==> src/core/emif_defs.svh <==
// Purpose: Constants for the external memory interface.
// Assumes: One machine cycle per clock at 100 MHz.
// Notes: Included by the package and by every design module.
`ifndef EMIF_DEFS_SVH
`define EMIF_DEFS_SVH

`define EMIF_ADDR_W 16
`define EMIF_DATA_W 16
`define EMIF_ROM_TOP 16'h3FFF
`define EMIF_DATA_EXT_BIT 15
`define EMIF_REGION_W 8
`define EMIF_SW_WAIT_W 3
`define EMIF_SW_WAIT_MAX 3'h7
`define EMIF_STRAP_SETTLE 2'h3
`define EMIF_IDLE_DATA 16'h0000

`define EMIF_SERVED_WRITE 2
`define EMIF_SERVED_READ 1
`define EMIF_SERVED_FETCH 0

`endif

==> src/core/emif_pkg.sv <==
// Purpose: Types shared by the external memory interface modules.
// Assumes: Constants come from emif_defs.svh.
// Notes: Only types live here.
`include "emif_defs.svh"

package emif_pkg;

   typedef enum logic [3:0] {
      ST_IDLE = 4'h1,
      ST_READ = 4'h2,
      ST_WR_LEAD = 4'h4,
      ST_WR_DATA = 4'h8
   } bus_state_t;

   typedef enum logic [2:0] {
      KIND_FETCH = 3'h1,
      KIND_READ = 3'h2,
      KIND_WRITE = 3'h4
   } access_kind_t;

endpackage

==> src/core/external_memory_interface.sv <==
// Purpose: Multiplexes fetch, data read and data write onto one external bus.
// Assumes: CPU holds its requests steady while cpu_stall is high.
// Notes: Internal targets complete with no external cycle.
`timescale 1ns/1ps
`default_nettype none
`include "emif_defs.svh"

module external_memory_interface (
   input wire logic clock,
   input wire logic rst_n,
   input wire logic fetch_req,
   input wire logic [`EMIF_ADDR_W-1:0] fetch_addr,
   input wire logic read_req,
   input wire logic [`EMIF_ADDR_W-1:0] read_addr,
   input wire logic read_io,
   input wire logic write_req,
   input wire logic [`EMIF_ADDR_W-1:0] write_addr,
   input wire logic [`EMIF_DATA_W-1:0] write_data,
   input wire logic write_io,
   input wire logic [`EMIF_REGION_W-1:0] global_region_register,
   input wire logic [`EMIF_SW_WAIT_W-1:0] sw_wait_states,
   input wire logic rom_select_pin,
   input wire logic ready,
   input wire logic [`EMIF_DATA_W-1:0] ext_data_in,
   output logic cpu_stall,
   output logic fetch_done,
   output logic read_done,
   output logic write_done,
   output logic [`EMIF_DATA_W-1:0] read_data,
   output logic rom_enable,
   output logic [`EMIF_ADDR_W-1:0] ext_address,
   output logic [`EMIF_DATA_W-1:0] ext_data_out,
   output logic ext_data_oe,
   output logic program_space_select_n,
   output logic data_space_select_n,
   output logic io_space_select_n,
   output logic read_not_write,
   output logic external_cycle_strobe_n,
   output logic global_bus_request_n
);

   // Pin synchronisers, three stages each
   logic [2:0] ready_sync;
   logic [2:0] strap_sync;
   logic ready_seen;
   logic strap_seen;
   logic [1:0] strap_count;
   logic strap_taken;

   always_ff @(posedge clock or negedge rst_n) begin
      if (!rst_n) begin
         ready_sync <= 3'h0;
         strap_sync <= 3'h0;
         ready_seen <= 1'b0;
         strap_seen <= 1'b0;
      end else begin
         ready_sync <= {ready_sync[1:0], ready};
         strap_sync <= {strap_sync[1:0], rom_select_pin};
         if (ready_sync[1] == ready_sync[2]) begin
            ready_seen <= ready_sync[2];
         end
         if (strap_sync[1] == strap_sync[2]) begin
            strap_seen <= strap_sync[2];
         end
      end
   end

   // Strap caught once, shortly after reset release
   logic [1:0] next_strap_count;
   logic next_strap_taken;
   logic next_rom_enable;
   logic strap_now;

   // Strap level once the last two stages agree
   assign strap_now = (strap_sync[1] == strap_sync[2]) ? strap_sync[2] : strap_seen;

   always_comb begin
      next_strap_count = strap_count;
      next_strap_taken = strap_taken;
      next_rom_enable = rom_enable;
      if (!strap_taken) begin
         if (strap_count == `EMIF_STRAP_SETTLE) begin
            next_strap_taken = 1'b1;
            next_rom_enable = !strap_now;
         end else begin
            next_strap_count = strap_count + 2'h1;
         end
      end
   end

   always_ff @(posedge clock or negedge rst_n) begin
      if (!rst_n) begin
         strap_count <= 2'h0;
         strap_taken <= 1'b0;
         rom_enable <= 1'b0;
      end else begin
         strap_count <= next_strap_count;
         strap_taken <= next_strap_taken;
         rom_enable <= next_rom_enable;
      end
   end

   // Address classification
   logic ext_w;
   logic ext_r;
   logic ext_f;
   logic glob_w;
   logic glob_r;

   function automatic logic is_global(input logic [`EMIF_ADDR_W-1:0] addr,
                                      input logic [`EMIF_REGION_W-1:0] region);
      logic upper;
      upper = addr[`EMIF_DATA_EXT_BIT];
      is_global = upper && (region != '0) &&
                  ((addr[`EMIF_ADDR_W-1:`EMIF_ADDR_W-`EMIF_REGION_W] & region) == region);
   endfunction

   // Lower data half belongs to on-chip peripherals
   assign ext_w = write_io || write_addr[`EMIF_DATA_EXT_BIT];
   assign ext_r = read_io || read_addr[`EMIF_DATA_EXT_BIT];
   assign ext_f = !(rom_enable && (fetch_addr <= `EMIF_ROM_TOP));
   assign glob_w = !write_io && is_global(write_addr, global_region_register);
   assign glob_r = !read_io && is_global(read_addr, global_region_register);

   // Access sequencer
   emif_pkg::bus_state_t state;
   emif_pkg::bus_state_t next_state;
   emif_pkg::access_kind_t kind;
   emif_pkg::access_kind_t next_kind;
   logic [2:0] served;
   logic [2:0] next_served;
   logic pend_w;
   logic pend_r;
   logic pend_f;
   logic release_access;
   logic wait_start;
   logic next_fetch_done;
   logic next_read_done;
   logic next_write_done;
   logic [`EMIF_DATA_W-1:0] next_read_data;
   logic [`EMIF_ADDR_W-1:0] next_ext_address;
   logic [`EMIF_DATA_W-1:0] next_ext_data_out;
   logic next_ext_data_oe;
   logic next_prog_n;
   logic next_data_n;
   logic next_io_n;
   logic next_read_not_write;
   logic next_strobe_n;
   logic next_request_n;

   assign pend_w = write_req && !served[`EMIF_SERVED_WRITE];
   assign pend_r = read_req && !served[`EMIF_SERVED_READ];
   assign pend_f = fetch_req && !served[`EMIF_SERVED_FETCH];
   assign cpu_stall = pend_w || pend_r || pend_f;
   assign wait_start = (state == emif_pkg::ST_IDLE) || (state == emif_pkg::ST_WR_LEAD);

   wait_gate u_wait_gate (
      .clock(clock),
      .rst_n(rst_n),
      .start(wait_start),
      .sw_wait_states(sw_wait_states),
      .ready_seen(ready_seen),
      .release_access(release_access)
   );

   always_comb begin
      next_state = state;
      next_kind = kind;
      next_served = cpu_stall ? served : 3'h0;
      next_fetch_done = 1'b0;
      next_read_done = 1'b0;
      next_write_done = 1'b0;
      next_read_data = read_data;
      next_ext_address = ext_address;
      next_ext_data_out = ext_data_out;
      next_ext_data_oe = ext_data_oe;
      next_prog_n = program_space_select_n;
      next_data_n = data_space_select_n;
      next_io_n = io_space_select_n;
      next_read_not_write = read_not_write;
      next_strobe_n = external_cycle_strobe_n;
      next_request_n = global_bus_request_n;
      case (state)
         emif_pkg::ST_IDLE: begin
            if (pend_w) begin
               if (ext_w) begin
                  next_state = emif_pkg::ST_WR_LEAD;
                  next_kind = emif_pkg::KIND_WRITE;
                  next_ext_address = write_addr;
                  next_ext_data_out = write_data;
                  next_data_n = write_io;
                  next_io_n = !write_io;
                  next_read_not_write = 1'b0;
                  next_strobe_n = 1'b0;
                  next_request_n = !glob_w;
               end else begin
                  next_served[`EMIF_SERVED_WRITE] = 1'b1;
                  next_write_done = 1'b1;
               end
            end else if (pend_r) begin
               if (ext_r) begin
                  next_state = emif_pkg::ST_READ;
                  next_kind = emif_pkg::KIND_READ;
                  next_ext_address = read_addr;
                  next_data_n = read_io;
                  next_io_n = !read_io;
                  next_read_not_write = 1'b1;
                  next_strobe_n = 1'b0;
                  next_request_n = !glob_r;
               end else begin
                  next_served[`EMIF_SERVED_READ] = 1'b1;
                  next_read_done = 1'b1;
               end
            end else if (pend_f) begin
               if (ext_f) begin
                  next_state = emif_pkg::ST_READ;
                  next_kind = emif_pkg::KIND_FETCH;
                  next_ext_address = fetch_addr;
                  next_prog_n = 1'b0;
                  next_read_not_write = 1'b1;
                  next_strobe_n = 1'b0;
               end else begin
                  next_served[`EMIF_SERVED_FETCH] = 1'b1;
                  next_fetch_done = 1'b1;
               end
            end
         end
         emif_pkg::ST_READ: begin
            if (release_access) begin
               next_state = emif_pkg::ST_IDLE;
               next_read_data = ext_data_in;
               if (kind == emif_pkg::KIND_FETCH) begin
                  next_served[`EMIF_SERVED_FETCH] = 1'b1;
                  next_fetch_done = 1'b1;
               end else begin
                  next_served[`EMIF_SERVED_READ] = 1'b1;
                  next_read_done = 1'b1;
               end
               next_prog_n = 1'b1;
               next_data_n = 1'b1;
               next_io_n = 1'b1;
               next_strobe_n = 1'b1;
               next_request_n = 1'b1;
            end
         end
         emif_pkg::ST_WR_LEAD: begin
            // Bus left undriven one cycle to avoid contention
            next_state = emif_pkg::ST_WR_DATA;
            next_ext_data_oe = 1'b1;
         end
         emif_pkg::ST_WR_DATA: begin
            if (release_access) begin
               next_state = emif_pkg::ST_IDLE;
               next_served[`EMIF_SERVED_WRITE] = 1'b1;
               next_write_done = 1'b1;
               next_ext_data_oe = 1'b0;
               next_data_n = 1'b1;
               next_io_n = 1'b1;
               next_strobe_n = 1'b1;
               next_request_n = 1'b1;
               next_read_not_write = 1'b1;
            end
         end
         default: begin
            next_state = emif_pkg::ST_IDLE;
         end
      endcase
   end

   always_ff @(posedge clock or negedge rst_n) begin
      if (!rst_n) begin
         state <= emif_pkg::ST_IDLE;
         kind <= emif_pkg::KIND_FETCH;
         served <= 3'h0;
         fetch_done <= 1'b0;
         read_done <= 1'b0;
         write_done <= 1'b0;
         read_data <= `EMIF_IDLE_DATA;
         ext_address <= 16'h0000;
         ext_data_out <= `EMIF_IDLE_DATA;
         ext_data_oe <= 1'b0;
         program_space_select_n <= 1'b1;
         data_space_select_n <= 1'b1;
         io_space_select_n <= 1'b1;
         read_not_write <= 1'b1;
         external_cycle_strobe_n <= 1'b1;
         global_bus_request_n <= 1'b1;
      end else begin
         state <= next_state;
         kind <= next_kind;
         served <= next_served;
         fetch_done <= next_fetch_done;
         read_done <= next_read_done;
         write_done <= next_write_done;
         read_data <= next_read_data;
         ext_address <= next_ext_address;
         ext_data_out <= next_ext_data_out;
         ext_data_oe <= next_ext_data_oe;
         program_space_select_n <= next_prog_n;
         data_space_select_n <= next_data_n;
         io_space_select_n <= next_io_n;
         read_not_write <= next_read_not_write;
         external_cycle_strobe_n <= next_strobe_n;
         global_bus_request_n <= next_request_n;
      end
   end
endmodule // external_memory_interface

`default_nettype wire

==> src/core/wait_gate.sv <==
// Purpose: Ends an external access once both wait sources allow it.
// Assumes: start stays high until the cycle that enters a counted access phase.
// Notes: Software count saturates at its maximum.
`timescale 1ns/1ps
`default_nettype none
`include "emif_defs.svh"

module wait_gate (
   input wire logic clock,
   input wire logic rst_n,
   input wire logic start,
   input wire logic [`EMIF_SW_WAIT_W-1:0] sw_wait_states,
   input wire logic ready_seen,
   output logic release_access
);

   logic [`EMIF_SW_WAIT_W-1:0] count;
   logic [`EMIF_SW_WAIT_W-1:0] next_count;

   always_comb begin
      next_count = count;
      if (start) begin
         next_count = '0;
      end else if (count != `EMIF_SW_WAIT_MAX) begin
         next_count = count + 3'h1;
      end
   end

   always_ff @(posedge clock or negedge rst_n) begin
      if (!rst_n) begin
         count <= '0;
      end else begin
         count <= next_count;
      end
   end

   // Both software count and ready must agree
   assign release_access = (count >= sw_wait_states) && ready_seen;
endmodule // wait_gate

`default_nettype wire

==> config.mk <==
export PLATFORM = sky130hd
export DESIGN_NAME = external_memory_interface
export DESIGN_NICKNAME = d
export VERILOG_FILES = /design/src/core/emif_pkg.sv /design/src/core/external_memory_interface.sv /design/src/core/wait_gate.sv
export VERILOG_INCLUDE_DIRS = /design/src /design/src/core
export SDC_FILE = /design/constraint.sdc
export NUM_CORES = 1
export LEC_CHECK = 0
export BUFFER_PORTS_ARGS = -buffer_cell sky130_fd_sc_hd__buf_2
export CAP_MARGIN = 5
export CORE_MARGIN = 1
export CORE_UTILIZATION = 45
export CTS_BUF_LIST = sky130_fd_sc_hd__clkbuf_8
export CTS_CLUSTER_SIZE = 30
export DETAILED_ROUTE_END_ITERATION = 6
export GPL_TIMING_DRIVEN = 0
export PLACE_DENSITY = 0.76
export SYNTH_ARGS = -nofsm -noshare
export SYNTH_HDL_FRONTEND = slang
export SYNTH_SLANG_ARGS = --single-unit
==> constraint.sdc <==
create_clock -name clock -period 3.9 [get_ports clock]
set_input_delay 0.195 -clock clock [delete_from_list [all_inputs] [get_ports clock]]
set_output_delay 0.195 -clock clock [all_outputs]
set_load 0.02 [all_outputs]
Yosys cells after proc, flatten, opt, wreduce, memory -nomap -nowiden
Index checks and enable logic that the tools add are counted.
{"block": "totals", "reg_bits": 83, "input_bits": 100, "out_inout_bits": 60, "word_cells": 193}
{"block": "op_classes", "addsub": 2, "magnitude_cmp": 2, "eq_ne": 27, "mux": 91, "bitwise_logic": 4, "reduce_logical": 43}
{"cell": "$mux W16", "count": 6}
{"cell": "$mux W1", "count": 54}
{"cell": "$mux W4", "count": 7}
{"cell": "$mux W3", "count": 9}
{"cell": "$pmux W1 S2", "count": 11}
{"cell": "$ne A3 B3 Y1 const B", "count": 6}
{"cell": "$reduce_and A6 Y1", "count": 3}
{"cell": "$and A8 B8 Y8", "count": 2}
{"cell": "$eq A8 B8 Y1", "count": 2}
{"cell": "$le A16 B14 Y1 const B", "count": 1}
{"cell": "$reduce_and A5 Y1", "count": 3}
{"cell": "$ne A2 B2 Y1 const B", "count": 7}
{"cell": "$ne A4 B4 Y1 const B", "count": 3}
{"cell": "$pmux W4 S3", "count": 1}
{"cell": "$logic_and A1 B1 Y1", "count": 11}
{"cell": "$reduce_bool A2 Y1", "count": 5}
{"cell": "$logic_not A1 Y1", "count": 8}
{"cell": "$reduce_and A2 Y1", "count": 4}
{"cell": "$reduce_bool A8 Y1", "count": 1}
{"cell": "$logic_or A1 B1 Y1", "count": 5}
{"cell": "$eq A4 B1 Y1 const B", "count": 1}
{"cell": "$eq A4 B2 Y1 const B", "count": 1}
{"cell": "$eq A4 B3 Y1 const B", "count": 1}
{"cell": "$eq A4 B4 Y1 const B", "count": 1}
{"cell": "other kinds (13)", "count": 16}

Longest topological paths before layout
Gate-level depths: netlist (run 1).
{"block": "depth", "depth_word": 10, "ltp_mapped": 8}

Cells and area by module
Synthesis (run 1) repeated with hierarchy kept, for this count alone.
{"block": "hier_totals", "hier_cells": 352, "hier_area_um2": 3738.6}
{"module": "external_memory_interface", "instances": 1, "cells_each": 330, "area_each_um2": 3527.1}
{"module": "wait_gate", "instances": 1, "cells_each": 22, "area_each_um2": 211.5}

Worst setup path before layout (run 1)
Ideal clock, no wire load.
{"block": "synth_timing", "kind": "reg2reg", "start": "register state[0]", "end": "register ext_data_out[10]", "arrival_time_ns": 2.136, "required_time_ns": 3.775, "setup_slack_ns": 1.639, "path_stages_with_launch": 7, "n_path_buf": 3, "cell_sequence": "dfstp_2 -> buf_2 -> or4b_4 -> buf_6 -> nor3_4 -> buf_6 -> mux2_2"}
{"block": "synth_via", "elab_chain_cells": 2}
{"item": "start: declaration", "line_no": "external_memory_interface.sv:126", "rtl": "emif_pkg::bus_state_t state;"}
{"item": "start signal: assignment", "line_no": "external_memory_interface.sv:272", "rtl": "state <= emif_pkg::ST_IDLE;"}
{"item": "start signal: assignment", "line_no": "external_memory_interface.sv:289", "rtl": "state <= next_state;"}
{"item": "$eq A4 B1 Y1", "line_no": "external_memory_interface.sv:183", "rtl": "case (state)"}
{"item": "$reduce_and A3 Y1 (no source line)"}
{"item": "end signal: assignment", "line_no": "external_memory_interface.sv:280", "rtl": "ext_data_out <= `EMIF_IDLE_DATA;"}
{"item": "end signal: assignment", "line_no": "external_memory_interface.sv:297", "rtl": "ext_data_out <= next_ext_data_out;"}
{"item": "end: declaration", "line_no": "external_memory_interface.sv:32", "rtl": "output logic [`EMIF_DATA_W-1:0] ext_data_out,"}
No other way between the ends.
A chain may end at the register's enable or synchronous reset.

Worst setup path after layout (run 1)
{"block": "layout_timing", "start": "register state[0]", "end": "register ext_data_out[9]"}
Same word-level chain as after synthesis.

==> results of run 1 <==
what timing repair did:
item	in CTS	in global routing
hold buffers	3	0
endpoints found under the hold margin	39	0
setup buffers	0	0
power by group through the flow:
stage          Combinational (W)  Sequential (W)  Clock, W
6_report                 0.00165         0.00138  0.000605
5_1_grt                  0.00179         0.00142  0.000647
4_1_cts                  0.00166         0.00138  0.000622
3_5_place_dp             0.00166         0.00140         0
3_3_place_gp             0.00161         0.00138         0
2_1_floorplan           0.000775         0.00173         0
metal layers:
layer	vias to the layer above	global-route usage, %	part of all wire, %
met1	1529	29.1	43
met2	105	38.1	51
met4	0	9.62	1.4
met3	13	3.74	5.2
met5	-	0	0
li1	1531	-	-
area by class of cell:
cell class / count / area [sq um] / share of cell area, %
buffer: 16 / 87.6 / 1.78
timing repair buffer: 163 / 848 / 17.3
inverter: 17 / 63.8 / 1.30
clock inverter: 7 / 68.8 / 1.40
tap: 102 / 128 / 2.60
clock buffer: 9 / 124 / 2.52
sequential: 83 / 2090 / 42.5
multi-input combinational: 219 / 1500 / 30.6
worst paths after layout:
path / to / startpoint / cells after the start
setup / recovery: ext_data_out[9]$_DFFE_PN0P_ / state[0]$_DFFE_PN1P_ / 6
hold reg to reg: strap_sync[1]$_DFF_PN0_ / strap_sync[0]$_DFF_PN0_ / 0
hold / removal: read_data[4]$_DFFE_PN0P_ / ext_data_in[4] / 2
min in group asynchronous: strap_seen$_DFF_PN0_ / rst_n / 2
setup reg to reg: ext_data_out[9]$_DFFE_PN0P_ / state[0]$_DFFE_PN1P_ / 6
max in group asynchronous: global_bus_request_n$_DFFE_PN1P_ / rst_n / 3
through the flow:
stage / hold WS [ps] / std cells / area, sq um / power (W) / utilization, %
2_1_floorplan: -101 / 335 / 3740 / 0.00250 / -
3_3_place_gp: 304 / 596 / 4660 / 0.00299 / 59.1
3_5_place_dp: 204 / 597 / 4680 / 0.00305 / 59.4
4_1_cts: 53.6 / 616 / 4910 / 0.00367 / 62.2
5_1_grt: 61.0 / 616 / 4910 / 0.00386 / 62.2
6_report: 72.6 / 616 / 4910 / 0.00364 / 62.2
sequential cells by signal (all words and copies together), names as in the netlist, 3 cells and up:
signal / count
strap_sync: 3
ext_address: 16
served: 3
read_data: 16
kind: 3
u_wait_gate.count: 3
ready_sync: 3
ext_data_out: 16
state: 4
kinds of logic after synthesis:
| kind of cell | count (synthesis) |
|---|---|
| AND/OR/NAND/NOR | 92 |
| flip-flops | 83 |
| AO/OA/AOI/OAI | 79 |
| multiplexers | 36 |
| buffers and inverters | 33 |
| adder cells (fa/ha/maj) | 8 |
| XOR/XNOR | 4 |
worst register-to-register path, cell delays in order, from the launching register on:
cell and delay [ps]:
dfstp_2 520, buf_2 180, or4b_4 480, buf_6 150, nor3_4 490, buf_6 240, mux2_2 340
cells in the mapped netlist (all sizes together), types with 7 or more instances:
cell and instances:
nor3 7, o21ai 17, nor2 25, inv 17
a21oi 23, mux2 34, dfstp 8, dfrtp 75
o22ai 8, nand2 37, buf 7, clkbuf 9
==> out/metrics.yaml, run 1 <==
run_status:
  status: "finished clean"
clock_tree:
  clk_pin_slew_ps: 90
  tritoncts: "done"
  clockRootBuffer: "clkbuf_8"
  clock_path_buffers: 2
  clkSinkCount: 83
  cts_resized: 0
  numCtsBuffers: 9
  htree_levels: 3
  clk_latency_ps: 350
grt:
  grt_start_max_net_pins: 46
  grt_pass1_vias: 3243
  grt.total_usage_pct: 22.7
  overflow: 0
  antenna_found_initial: 0
  grt_pass1_wl_um: 15200
setup_path:
  crit_type: "reg -> reg"
  required_ps: 4130
  critical_path.cell_chain: "buf_2, or4b_4, buf_6, nor3_4, buf_6, mux2_2"
  slowest_stage: "dfstp_2"
  crit_buf_inv: 3
  rrSetupSlack_ps: 1380
  crit_top_cell: "buf_6"
  cp.arrival_ps: 2750
  crit_path_end_kind: "flip-flop"
  critPathLaunchType: "flip-flop"
  cp_top_family: "simple AND/OR/NAND/NOR gates"
  slowest_delay_ps: 520
  cp_max_fo: 10
power_and_ir_drop:
  pwr-share-seq_pct: 38.0
  powerDensity_mw_per_mm2: 741
  p_sw_w: 0.00145
  p_leak_nw: 2.48
  p_int_w: 0.00218
  swShare_pct: 39.9
  peakVddDrop_mv: 0.362
  pwr-share-clk_pct: 16.6
  p_comb_share_pct: 45.3
die:
  die_x_um: 93.2
  die_h_um: 93.2
  start_util_pct: 47.4
  pin_count: 160
  core_area_sq_mm: 0.00789
  die_area_sq_mm: 0.00868
  rows: 32
layout:
  area_growth_pct: 31.3
  final_common_cell: "buf_2"
  num_antenna_cells: 0
  n_fill_cell: 672
  final_cell_mix: "162 x buf_2, 75 x dfrtp_1, 37 x nand2_1, 34 x mux2_2"
  nets: 615
  drive_gt1_share_pct: 45.3
detailed_routing:
  initialDrtViolationCount: 159
  totalWireLength_um: 9510
  dr.pass1.iters: 4
  wl_per_cell_um: 15.4
  via_count: 3178
  via_per_inst: 5.16
  drc: 0
  antenna_left: 0
yosys:
  yosysSeqAreaShare_pct: 55.8
  yosysTopAreaCell: "dfrtp_1"
  ys_warn_count: 0
  ys.flop_type: "dfrtp_1"
  synth_area_leaders: "dfrtp_1 50%, mux2_2 10%, dfstp_2 5.6%, nand2_1 3.7%, a21oi_1 3.1%"
  synth_seq_cells: 83
  yosys.area.top_type_share_pct: 50.2
  netlist_area_sq_mm: 0.00374
  synth-simple-area-share_pct: 12.3
  synth_edf_count: 0
  synthCells: 335
  syn_nets: 441
  ys_types: 47
  synth_xor_area_share_pct: 0.937
  muxShareOfSynthArea_pct: 10.8
  synth_top_family_by_area: "compound AO/OA/AOI/OAI gates"
  async_flop_share_pct: 100
  postSynthAreaPerCell_sq_um: 11.2
  synth_adder_area_share_pct: 2.54
  synth-compound-area-share_pct: 13.6
sta:
  post-route-min-period_ps: 2520
  setup_viol: 0
  rsz0062_at_grt: "false"
  fin_setup_tns_ps: 0
  finalCritPeriodShare_pct: 64.6
  hold_viol: 0
  skew_ps: 15.2
  worst_pin_slew_ps: 740
  finalWorstSetupSlack_ps: 1380
  fmaxAchievable_mhz: 397
  maxSlewViolCount: 0
  slew_headroom_pct: 50.4
hold_path:
  hold_class: "in -> reg"
placement:
  port-buffer-count: 159
  place_congestion: 0.825
  preCtsSetupSlack_ps: 1360
  dp_hpwl_um: 7300
run:
  maxCapViolCount: 0
Note: power is estimated with default switching activity, not from simulation.
==> inputs of run 2 (changes only) <==
PLACE_DENSITY = 0.79   (was 0.76)
clock period = 2.11 ns   (was 3.9 ns; I/O delays follow)
==> out/metrics.yaml, run 2 (synthesis gave the netlist of run 1 again) <==
run_status:
  status: "finished clean"
layout:
  num_antenna_cells: 0  # unchanged
  final_cell_mix: "160 x buf_2, 73 x dfrtp_1, 37 x nand2_1, 37 x dlygate4sd3_1, 27 x mux2_2"
  drive_gt1_share_pct: 45.0  # -0.30 points
  area_growth_pct: 45.6
  final_util_pct: 69.0  # +6.8 points
  final_common_cell: "buf_2"
  reg_top3: "ext_address x16, ext_data_out x16, read_data x16"
  nets: 654  # +6.3%
  fin_cells: 655  # +6.3%
detailed_routing:
  via_per_inst: 5.27  # +2.1%
  initialDrtViolationCount: 168  # +5.7%
  drc: 0  # unchanged
  antenna_left: 0  # unchanged
  wl_per_cell_um: 16.0  # +3.7%
  dr.pass1.iters: 4  # unchanged
  totalWireLength_um: 10500  # +10%
  via_count: 3451  # +8.6%
setup_path:
  crit_type: "reg -> reg"
  crit-reg2reg-launch: "state[1]$_DFFE_PN0P_"
  rrSetupSlack_ps: 70  # -1310 ps
  reg2reg_depth: 6  # unchanged
  cp_max_fo: 9  # -1
  required_ps: 2340  # -1790 ps
  crit_path_end_kind: "flip-flop"
  cp.arrival_ps: 2270  # -480 ps
  critPathLaunchType: "flip-flop"
  r2r-end: "ext_address[10]$_DFFE_PN0P_"
sta:
  fmaxAchievable_mhz: 491  # +24%
  rsz0062_at_grt: "false"
  post-route-min-period_ps: 2040  # -483 ps
  maxSlewViolCount: 0  # unchanged
  slew_headroom_pct: 59.5  # +9.1 points
  hold_viol: 0  # unchanged
  setup_viol: 0  # unchanged
  finalCritPeriodShare_pct: 96.5  # +32 points
  hold_ws_ps: 16.5  # -56.0 ps
  finalWorstSetupSlack_ps: 74.7  # -1310 ps
  skew_ps: 8.80  # -6.44 ps
  worst_pin_slew_ps: 601  # -138 ps
clock_tree:
  clockRootBuffer: "clkbuf_8"
  clock_path_buffers: 2  # unchanged
  htree_levels: 3  # unchanged
  clk_pin_slew_ps: 90  # about the same
  tritoncts: "done"
  numCtsBuffers: 9  # unchanged
  clk_latency_ps: 340  # about the same
  clkSinkCount: 83  # unchanged
placement:
  preCtsSetupSlack_ps: -396  # -1760 ps
  place_congestion: 0.867  # +5.0%
  port-buffer-count: 159  # unchanged
  dpl.cell_count: 597  # unchanged
  dp_hpwl_um: 7530  # +3.1%
power_and_ir_drop:
  pwr-share-seq_pct: 35.9  # -2.1 points
  p_int_w: 0.00449  # +110%
  total_power_w: 0.00729  # +100%
  pwr-share-clk_pct: 18.9  # +2.3 points
  p_leak_nw: 2.73  # +10%
  p_comb_share_pct: 45.2  # about the same
  powerDensity_mw_per_mm2: 1340  # +81%
  peakVddDrop_mv: 0.608  # +68%
  swShare_pct: 38.4  # -1.6 points
  p_sw_w: 0.00280  # +93%
die:
  die_h_um: 93.2  # unchanged
  die_area_sq_mm: 0.00868  # unchanged
  pin_count: 160  # unchanged
  die_x_um: 93.2  # unchanged
  rows: 32  # unchanged
  core_area_sq_mm: 0.00789  # unchanged
  start_util_pct: 47.4  # unchanged
grt:
  grt_pass1_wl_um: 16500  # +8.8%
  grt_pass1_vias: 3450  # +6.4%
  grt_start_max_net_pins: 66  # +43%
  grt.total_usage_pct: 24.8  # +2.1 points
  antenna_found_initial: 0  # unchanged
  overflow: 0  # unchanged
hold_path:
  hold_class: "in -> reg"
  hold_depth: 2  # unchanged
  hold_start: "ext_data_in[15]"
  hold_path_end: "read_data[15]$_DFFE_PN0P_"
run:
  maxCapViolCount: 0  # unchanged
==> run 2: cell count changes in the layout (fill, tap and decap cells not counted), moves of 2 or more <==
cell           delta
dfrtp_1           -2
inv_6             +2
mux2_4            +7
mux2_2            -7
bufinv_16         +2
dfrtp_2           +2
clkbuf_2          +2
buf_2             -2
buf_4             +7
clkbuf_1          -5
dlygate4sd3_1    +34
==> run 2: worst max-delay path by stage <==
stage / start / endpoint / slack [ps] / cells after the start
after CTS: state[2]$_DFFE_PN0P_ / ext_address[2]$_DFFE_PN0P_ / 8 / 4
after floorplan: state[0]$_DFFE_PN1P_ / ext_data_out[10]$_DFFE_PN0P_ / -90 / 6
after global placement: u_wait_gate.count[0]$_DFFE_PN0P_ / read_data[1]$_DFFE_PN0P_ / -330 / 7
final: state[1]$_DFFE_PN0P_ / ext_address[10]$_DFFE_PN0P_ / 70 / 6
after detailed placement: u_wait_gate.count[0]$_DFFE_PN0P_ / read_data[15]$_DFFE_PN0P_ / -400 / 7
after global routing: state[1]$_DFFE_PN0P_ / ext_address[10]$_DFFE_PN0P_ / 10 / 6
==> run 2: critical path: stages (launching register included) <==
cell and delay, ps:
dfrtp_1 380, buf_6 140, or4b_4 600, nor2_4 170, o21ai_4 110, buf_2 190
a221o_1 350
==> run 2: area by class of cell <==
| class | count | area (sq um) |
|---|---|---|
| Clock inverter | 7 | 121 |
| Buffer | 12 | 85.1 |
| Fill cell | 584 | 2440 |
| Clock buffer | 9 | 124 |
| Inverter | 17 | 63.8 |
| Tap cell | 102 | 128 |
| Multi-Input combinational cell | 219 | 1570 |
| Sequential cell | 83 | 2090 |
| Timing Repair Buffer | 206 | 1260 |
==> run 2: stage by stage <==
stage / instance area [sq um] / setup TNS (ps)
after floorplan: 3770 / -650
after global placement: 4700 / -8420
after detailed placement: 4730 / -10020
after CTS: 5420 / 0
after global routing: 5450 / 0
final: 5450 / 0
==> run 2: power groups by stage <==
| stage | Sequential (W) | Clock (W) | Combinational [W] |
|---|---|---|---|
| floorplan | 0.00320 | 0 | 0.00150 |
| global placement | 0.00258 | 0 | 0.00306 |
| detailed placement | 0.00261 | 0 | 0.00315 |
| CTS | 0.00260 | 0.00140 | 0.00327 |
| global route | 0.00269 | 0.00147 | 0.00356 |
| finish | 0.00262 | 0.00138 | 0.00329 |
==> run 2: layer usage <==
layer | wire length, um | track usage [%] | vias to the layer above
met5 | 0 | 0 | -
met4 | 218 | 9.10 | 0
met3 | 775 | 5.12 | 21
met2 | 5340 | 45.0 | 168
met1 | 4150 | 28.7 | 1648
li1 | - | - | 1614
==> run 2: what timing repair did <==
action / 4_1_cts / 5_1_grt
pin swaps: 6 / 2
gates cloned: 1 / 0
resized for setup: 13 / 6
setup endpoints to repair: 54 / 21
setup buffers: 8 / 0
hold buffers: 36 / 1
endpoints found under the hold margin: 111 / 1
